===== src/pcp_pkg.sv =====
// Constants, register offsets and carrier types for the port C pin logic.
// Assumes a single 10 MHz core clock and a word-per-register plain port.
package pcp_pkg;

    // Port geometry
    localparam int unsigned PCP_NPIN   = 8;
    localparam int unsigned PCP_ADDR_W = 2;

    // Register offsets on the plain register port
    localparam logic [1:0] PCP_OFF_VALUE = 2'h0;
    localparam logic [1:0] PCP_OFF_LATCH = 2'h1;
    localparam logic [1:0] PCP_OFF_DIR   = 2'h2;

    // Reset values: every pin an input, latch cleared
    localparam logic [7:0] PCP_DIR_RST   = 8'hFF;
    localparam logic [7:0] PCP_LATCH_RST = 8'h00;
    localparam logic [7:0] PCP_ZERO      = 8'h00;

    // Pin positions of the shared functions
    localparam int unsigned PCP_PIN_OSC_OUT = 0;
    localparam int unsigned PCP_PIN_OSC_IN  = 1;
    localparam int unsigned PCP_PIN_CMP1    = 2;
    localparam int unsigned PCP_PIN_SCK     = 3;
    localparam int unsigned PCP_PIN_SDA     = 4;
    localparam int unsigned PCP_PIN_SDO     = 5;
    localparam int unsigned PCP_PIN_TX      = 6;
    localparam int unsigned PCP_PIN_RX      = 7;

    // Requests from the on-chip peripherals toward the pins
    typedef struct packed {
        logic osc_en;      // Timer oscillator owns pins 0 and 1
        logic cmp1_oe;     // First compare channel drives
        logic cmp1_out;
        logic cmp2_oe;     // Second compare channel drives
        logic cmp2_out;
        logic cmp2_route;  // Routing bit: 1 puts channel on pin 1
        logic ssp_spi;     // Serial module in SPI mode
        logic ssp_i2c;     // Serial module in two-wire mode
        logic sck_out;     // SPI clock output
        logic sdo;         // SPI data output
        logic scl_drv;     // Two-wire clock pulled low
        logic sda_drv;     // Two-wire data pulled low
        logic ua_async;    // USART asynchronous mode
        logic ua_sync;     // USART synchronous mode
        logic ua_master;   // Synchronous clock master
        logic tx_out;      // Asynchronous transmit data
        logic uclk_out;    // Synchronous clock output
        logic udat_tx;     // Synchronous data transmitting
        logic udat_out;    // Synchronous data output
    } pcp_periph_req_t;

    // Pin levels handed back to the peripherals
    typedef struct packed {
        logic tmr_in;
        logic cmp1_cap;
        logic cmp2_cap;
        logic sck_in;
        logic scl_in;
        logic sdi;
        logic sda_in;
        logic rx;
        logic uclk_in;
        logic udat_in;
    } pcp_periph_in_t;

endpackage : pcp_pkg


===== src/pcp_pin_mux.sv =====
// Per-pin driver and input selection for the port, purely combinational.
// Assumes the caller registers the results before they reach any pin.
module pcp_pin_mux
    import pcp_pkg::*;
#(
    parameter int unsigned N = PCP_NPIN
)
(
    input  wire logic [N-1:0] latch,
    input  wire logic [N-1:0] dir,
    input  wire logic [N-1:0] take,
    input  wire logic [N-1:0] pval,
    input  wire logic [N-1:0] frc_oe,
    input  wire logic [N-1:0] frc_hiz,
    input  wire logic [N-1:0] dig_off,
    input  wire logic [N-1:0] pin_in,
    output wire logic [N-1:0] oe,
    output wire logic [N-1:0] out,
    output wire logic [N-1:0] rd
);

    genvar i;

    // One slice per pin; peripheral forcing beats the direction bit
    generate
        for (i = 0; i < N; i++)
        begin : g_pin
            assign oe[i]  = frc_hiz[i] ? 1'b0 : (frc_oe[i] | ~dir[i]);
            assign out[i] = take[i] ? pval[i] : latch[i];
            // Analog-owned pins read as zero, digital input disabled
            assign rd[i]  = dig_off[i] ? 1'b0 : pin_in[i];
        end
    endgenerate

endmodule : pcp_pin_mux


===== src/pcp_port.sv =====
// Port C pin logic: latch, direction and pin value registers with
// peripheral overrides for the serial modules and compare channels.
// Assumes pin inputs synchronous to clk and a one-cycle register port.
// Pads resolve the wire from pin_out_q and pin_oe_q.
//
// Chosen here: the strobed register port and the register offsets.

// Contract
// - Latch register reads and writes reach stored latch, not pin levels.
// - Two-wire mode samples clock and data pins as inputs.
// - Two-wire data drive replaces latch value on pin 4.
// - SPI mode feeds pin 4 to the SPI receiver as input.
// - SPI data output on pin 5 beats latch data when direction is 0.
// - Asynchronous transmit takes pin 6; software still sets its direction.
// - Synchronous clock on pin 6: driven as master, sampled as slave.
// - Asynchronous mode feeds pin 7 to the receiver as input.
// - Synchronous data on pin 7: driven while sending, sampled receiving.
// - Don't-care functions ignore the direction bit or override it.
// - Second compare channel on pin 1 when routed, else alternate pin.
// - Direction reads return stored bits despite peripheral overrides.
// - After reset every pin is a digital input.
// - Two-wire clock drive on pin 3 beats latch data.
module pcp_port
    import pcp_pkg::*;
#(
    parameter int unsigned NPIN = PCP_NPIN
)
(
    input  wire logic                  clk,
    input  wire logic                  rst_b,
    input  wire logic [PCP_ADDR_W-1:0] bus_addr,
    input  wire logic [NPIN-1:0]       bus_wdata,
    input  wire logic                  bus_wr,
    input  wire logic                  bus_rd,
    output logic      [NPIN-1:0]       bus_rdata_q,
    input  wire logic [NPIN-1:0]       pin_in,
    output logic      [NPIN-1:0]       pin_out_q,
    output logic      [NPIN-1:0]       pin_oe_q,
    input  wire pcp_periph_req_t       per_req,
    output pcp_periph_in_t             per_in_q,
    input  wire logic                  alt_pin3_in,
    output logic                       alt_cmp2_oe_q,
    output logic                       alt_cmp2_out_q
);

    // Stored state
    logic [NPIN-1:0] latch_q;
    logic [NPIN-1:0] latch_d;
    logic [NPIN-1:0] dir_q;
    logic [NPIN-1:0] dir_d;
    logic [NPIN-1:0] rdata_d;
    pcp_periph_in_t  per_in_d;
    logic            first_q;

    // Override vectors toward the pin slices
    logic [NPIN-1:0] take_v;
    logic [NPIN-1:0] pval_v;
    logic [NPIN-1:0] frc_oe_v;
    logic [NPIN-1:0] frc_hiz_v;
    logic [NPIN-1:0] dig_off_v;
    logic [NPIN-1:0] mux_oe;
    logic [NPIN-1:0] mux_out;
    logic [NPIN-1:0] mux_rd;

    // Register port decode
    wire hit_val = bus_addr == PCP_OFF_VALUE;
    wire hit_lat = bus_addr == PCP_OFF_LATCH;
    wire hit_dir = bus_addr == PCP_OFF_DIR;
    // Writing the pin value register lands in the latch as well
    wire wr_lat  = bus_wr && (hit_val || hit_lat);
    wire wr_dir  = bus_wr && hit_dir;

    assign latch_d = wr_lat ? bus_wdata : latch_q;
    assign dir_d   = wr_dir ? bus_wdata : dir_q;

    // Read selection; unmapped offset answers zero
    wire [NPIN-1:0] rd_sel = hit_val ? mux_rd :
                             hit_lat ? latch_q :
                             hit_dir ? dir_q :
                             PCP_ZERO;
    // Data stand only in the cycle after the strobe
    assign rdata_d = bus_rd ? rd_sel : PCP_ZERO;

    // Peripheral mode terms
    wire i2c   = per_req.ssp_i2c;
    wire spi   = per_req.ssp_spi && !per_req.ssp_i2c;
    wire async = per_req.ua_async && !per_req.ua_sync;
    wire sync  = per_req.ua_sync;
    wire c2_on = per_req.cmp2_route && per_req.cmp2_oe;

    // Pin 0: oscillator owns it, direction bit is don't-care
    wire t0_hiz = per_req.osc_en;

    // Pin 1: oscillator input or routed compare channel
    wire t1_take = c2_on && !per_req.osc_en;
    wire t1_hiz  = per_req.osc_en;

    // Pin 2: first compare channel beats latch data
    wire t2_take = per_req.cmp1_oe;

    // Pin 3: two-wire clock is open-drain low drive, SPI clock replaces latch data under the direction bit
    wire t3_take = i2c || spi;
    wire t3_val  = i2c ? 1'b0 : per_req.sck_out;
    wire t3_oe   = i2c && per_req.scl_drv;
    wire t3_hiz  = i2c && !per_req.scl_drv;

    // Pin 4: two-wire data drive wins whatever the latch holds
    wire t4_take = i2c;
    wire t4_oe   = i2c && per_req.sda_drv;
    wire t4_hiz  = i2c && !per_req.sda_drv;

    // Pin 5: SPI data output under the direction bit
    wire t5_take = spi;

    // Pin 6: transmit data or synchronous clock
    wire t6_take = async || (sync && per_req.ua_master);
    wire t6_val  = sync ? per_req.uclk_out : per_req.tx_out;
    wire t6_oe   = sync && per_req.ua_master;
    wire t6_hiz  = sync && !per_req.ua_master;

    // Pin 7: receive input or synchronous data
    // Synchronous receiving leaves direction to software so a misconfigured pin shows
    wire t7_take = sync && per_req.udat_tx;
    wire t7_oe   = sync && per_req.udat_tx;
    wire t7_hiz  = async;

    // Gather per-pin terms into vectors, pin 7 first
    assign take_v    = {t7_take, t6_take, t5_take, t4_take,
                        t3_take, t2_take, t1_take, 1'b0};
    assign pval_v    = {per_req.udat_out, t6_val, per_req.sdo, 1'b0,
                        t3_val, per_req.cmp1_out, per_req.cmp2_out, 1'b0};
    assign frc_oe_v  = {t7_oe, t6_oe, 1'b0, t4_oe,
                        t3_oe, 1'b0, 1'b0, 1'b0};
    assign frc_hiz_v = {t7_hiz, t6_hiz, 1'b0, t4_hiz,
                        t3_hiz, 1'b0, t1_hiz, t0_hiz};
    assign dig_off_v = {6'h00, per_req.osc_en, per_req.osc_en};

    // Per-pin slices
    pcp_pin_mux #(
        .N       (NPIN)
    ) u_mux (
        .latch   (latch_q),
        .dir     (dir_q),
        .take    (take_v),
        .pval    (pval_v),
        .frc_oe  (frc_oe_v),
        .frc_hiz (frc_hiz_v),
        .dig_off (dig_off_v),
        .pin_in  (pin_in),
        .oe      (mux_oe),
        .out     (mux_out),
        .rd      (mux_rd)
    );

    // Pin levels toward the peripherals
    // Two-wire thresholds live in the pad; digitally the same sample
    always_comb
    begin
        per_in_d          = '0;
        per_in_d.tmr_in   = mux_rd[PCP_PIN_OSC_OUT];
        per_in_d.cmp2_cap = per_req.cmp2_route ? mux_rd[PCP_PIN_OSC_IN]
                                               : alt_pin3_in;
        per_in_d.cmp1_cap = mux_rd[PCP_PIN_CMP1];
        per_in_d.sck_in   = mux_rd[PCP_PIN_SCK];
        per_in_d.scl_in   = mux_rd[PCP_PIN_SCK];
        per_in_d.sdi      = mux_rd[PCP_PIN_SDA];
        per_in_d.sda_in   = mux_rd[PCP_PIN_SDA];
        per_in_d.rx       = mux_rd[PCP_PIN_RX];
        per_in_d.uclk_in  = mux_rd[PCP_PIN_TX];
        per_in_d.udat_in  = mux_rd[PCP_PIN_RX];
    end

    // Software registers; reset leaves every pin an input
    always_ff @(posedge clk or negedge rst_b)
    begin
        if (!rst_b)
        begin
            latch_q <= PCP_LATCH_RST;
            dir_q   <= PCP_DIR_RST;
        end
        else
        begin
            latch_q <= latch_d;
            dir_q   <= dir_d;
        end
    end

    // Registered pins and answers, one cycle behind their causes
    always_ff @(posedge clk or negedge rst_b)
    begin
        if (!rst_b)
        begin
            pin_out_q      <= PCP_LATCH_RST;
            pin_oe_q       <= PCP_ZERO;
            bus_rdata_q    <= PCP_ZERO;
            per_in_q       <= '0;
            alt_cmp2_oe_q  <= 1'b0;
            alt_cmp2_out_q <= 1'b0;
        end
        else
        begin
            pin_out_q      <= mux_out;
            pin_oe_q       <= mux_oe;
            bus_rdata_q    <= rdata_d;
            per_in_q       <= per_in_d;
            alt_cmp2_oe_q  <= !per_req.cmp2_route && per_req.cmp2_oe;
            alt_cmp2_out_q <= per_req.cmp2_out;
        end
    end

    // Marks the first cycle after reset release, for checking only
    always_ff @(posedge clk or negedge rst_b)
    begin
        if (!rst_b)
            first_q <= 1'b1;
        else
            first_q <= 1'b0;
    end
endmodule : pcp_port


===== config.mk =====
export PLATFORM = sky130hd
export DESIGN_NAME = pcp_port
export DESIGN_NICKNAME = d
export VERILOG_FILES = /design/src/pcp_pkg.sv /design/src/pcp_pin_mux.sv /design/src/pcp_port.sv
export SDC_FILE = /design/constraint.sdc
export NUM_CORES = 1
export LEC_CHECK = 0
export BUFFER_PORTS_ARGS = -buffer_cell sky130_fd_sc_hd__buf_2
export CAP_MARGIN = 10
export CORE_MARGIN = 10
export CORE_UTILIZATION = 35
export DETAILED_ROUTE_END_ITERATION = 10
export MAX_ROUTING_LAYER = met4
export PLACE_DENSITY = 0.61
export SYNTH_ARGS = -nofsm -noshare
export SYNTH_HDL_FRONTEND = slang
export SYNTH_SLANG_ARGS = --single-unit

===== constraint.sdc =====
create_clock -name clk -period 1.2 [get_ports clk]
set_clock_uncertainty 0.15 [all_clocks]
set_input_delay 0.24 -clock clk [delete_from_list [all_inputs] [get_ports clk]]
set_output_delay 0.24 -clock clk [all_outputs]
set_load 0.005 [all_outputs]

==> results.py <==
metrics = {
    "detailed_routing": {
        "wl_um": 4710,
        "via_per_inst": 4.45,
        "drtIter0Drc": 41,
        "antenna_left": 0,
        "wire_per_inst_um": 15.3,
        "vias": 1367,
        "dr.pass1.iters": 4,
        "drc": 0,
    },
    "floorplan": {
        "core-area_um2": 5470,
        "core.rowCount": 27,
        "fp.dieH_um": 95.0,
        "die-width_um": 95.0,
        "die_area_um2": 9030,
        "start_util_pct": 36.0,
        "ios": 78,
    },
    "sta": {
        "rsz0062_at_grt": "true",
        "tightestPinTransition_ps": 274,
        "worst_slack_ps": -6.12,
        "fmax_mhz": 829,
        "finalCritPeriodShare_pct": 101,
        "setup_violations": 2,
        "drv_slew": 0,
        "hold_viol": 0,
        "min_period_ps": 1210,
        "maxSlewHeadroom_pct": 81.7,
    },
    "pwr": {
        "p_leak_uw": 0.00135,
        "finalPower_uw": 3640,
        "ir_drop_mv": 0.416,
        "powerDensity_nw_per_um2": 1360,
    },
    "clock_tree": {
        "cts_buffers": 5,
        "postCtsSetupBuffers": 0,
        "htreeDepth": 2,
        "clk_latency_ps": 300,
        "cts_buffer_depth": 2,
        "clock_sinks": 49,
        "cts_root_buf": "clkbuf_8",
        "clk_pin_slew_ps": 90,
        "cts_tree": "done",
    },
    "global_route": {
        "grt_max_degree": 50,
        "antenna_found_initial": 0,
        "grt_usage_pct": 10.9,
        "grt_pass1_vias": 1443,
        "grt_pass1_wl_um": 7310,
        "grt_overflow": 0,
    },
    "placement": {
        "hpwl_um": 3550,
        "port_buffers": 77,
        "placed_area_um2": 2470,
        "place_ws_ps": -117,
        "place_inst": 292,
        "routabilityCongestion": 0.730,
    },
    "yosys": {
        "synth-seq-cells": 49,
        "synthesis.nets": 184,
        "synthTopCellsByCount": "dfrtp_1 (41), nand2_1 (10)",
        "yosysSeqAreaShare_pct": 62.8,
        "netlist.area_leader.share_pct": 52.1,
        "synth-edff-count": 0,
        "avgSynthCellArea_um2": 13.9,
        "async_reset_ff_share_pct": 100,
        "synth_area_leaders": "dfrtp_1 (52%), dfstp_2 (11%), mux2_4 (6.1%)",
        "netlist_area_um2": 1970,
        "yosysMostFrequentCell": "dfrtp_1",
        "ys_warn_count": 0,
        "synthCells": 142,
        "synth_cell_types": 21,
        "synth_top_area_cell": "dfrtp_1",
        "synth-main-ff-cell": "dfrtp_1",
    },
    "cells_and_area": {
        "fill_cells": 524,
        "n_antenna_cell": 0,
        "area_delta_synth_final_pct": 35.4,
        "fin_cells": 307,
        "drive_above_1_share_pct": 47.2,
        "postLayoutCellArea_um2": 2670,
        "fin_nets": 276,
    },
    "critical_path": {
        "cp-end-kind": "output port",
        "worstPathArrival_ps": 820,
        "worst_path_max_delay_cell": "dfrtp_1",
        "crit_chain": "buf_2",
        "required_ps": 810,
        "critPathBufInv": 1,
        "startpoint": "per_in_q[8]",
        "path_class": "flip-flop to output port",
        "crit_path_max_incr_delay_ps": 390,
        "worstSetupStartpointType": "flip-flop",
        "critPathTopFamily": "flip-flops",
        "regToRegStartpoint": "dir_q[7]",
        "path_max_fanout": 1,
    },
    "run_status": {
        "outcome": "finished, violations left",
        "failed_checks": "negative setup slack",
    },
    "job": {
        "drv_cap": 0,
    },
    "hold_path": {
        "hold_path.class": "input port to flip-flop",
        "min-delay-start": "pin_in[0]",
    },
}
-- final cells by class --
| cell class | instances | area, µm² | share of cell area [%] |
|---|---|---|---|
| clock buffers | 7 | 96.3 | 3.61 |
| clock inverters | 1 | 5.00 | 0.188 |
| well taps | 72 | 90.1 | 3.38 |
| repair buffers | 93 | 573 | 21.5 |
| flip-flops and latches | 49 | 1240 | 46.4 |
| multi-input cells | 82 | 654 | 24.5 |
| inverters | 3 | 11.3 | 0.422 |
-- power by group --
| group | internal (µW) | switching [µW] | leakage (µW) |
|---|---|---|---|
| sequential | 1890 | 101 | 0.000585 |
| combinational | 354 | 252 | 0.000709 |
| clock | 521 | 521 | 0.0000542 |
| total | 2760 | 874 | 0.00135 |
-- cells by family (layout without fill, tap and decap cells) --
kind of cell	count (synthesis)	count (layout)	synth area share, %
simple gates	39	39	11.8
compound gates	16	16	4.51
flops	49	49	62.8
mux	27	27	16.5
buf+inv	11	104	4.38
-- routing by layer --
layer / share of wire (%) / track usage [%] / vias to the layer above / wire [µm]
met4: 2.4 / 5.99 / 0 / 115
met5: 0 / - / - / 0
met1: 40 / 11.8 / 650 / 1880
met2: 50 / 17.5 / 44 / 2370
li1: - / - / 664 / -
met3: 7.3 / 3.46 / 9 / 346
-- worst paths after layout --
kind / endpoint / slack [ps] / cells past startpoint
max: per_in_q[8] / -6 / 1
min: per_in_q[9] / 20 / 2
max reg2reg: bus_rdata_q[7] / 110 / 3
min reg2reg: pin_out_q[0] / 260 / 0
max in group asynchronous: dir_q[7] / 320 / 3
min in group asynchronous: per_in_q[3] / 290 / 3
-- registers in the layout, indices dropped and copies added, names as in the netlist --
name and cells:
pin_oe_q 8, dir_q 8, alt_cmp2_out_q 1, per_in_q 7, pin_out_q 8, alt_cmp2_oe_q 1, latch_q 8, bus_rdata_q 8
-- what timing repair did --
item	CTS	global route
pin swaps	0	2
gates cloned	0	0
resized for setup	0	2
setup endpoints to repair	9	41
hold buffers	12	0
hold endpoints to repair	53	0
-- through the flow --
stage	util, %	TNS, ps	hold WS, ps
final	48.7	-6.38	16.7
after global placement	45.1	-1370	96.4
after floorplan	-	0	-206
after detailed placement	45.1	-1630	94.4
after CTS	49.2	-83.3	5.47
after global routing	48.7	-863	14.6
-- cells in the final DEF (no fill, tap or decap), drive strengths merged --
cell and n:
a32oi 1, dlygate4sd3 12, and2 6, or3b 2
mux2 20, nor2 6, nor2b 6, nand3b 9
nand2 10, inv 3, clkbuf 7, dfrtp 41
a21oi 3, o21a 2, clkinv 1, dfstp 8
buf 81, o21ai 10, mux2i 7
Power figures use the tool's default switching activity.
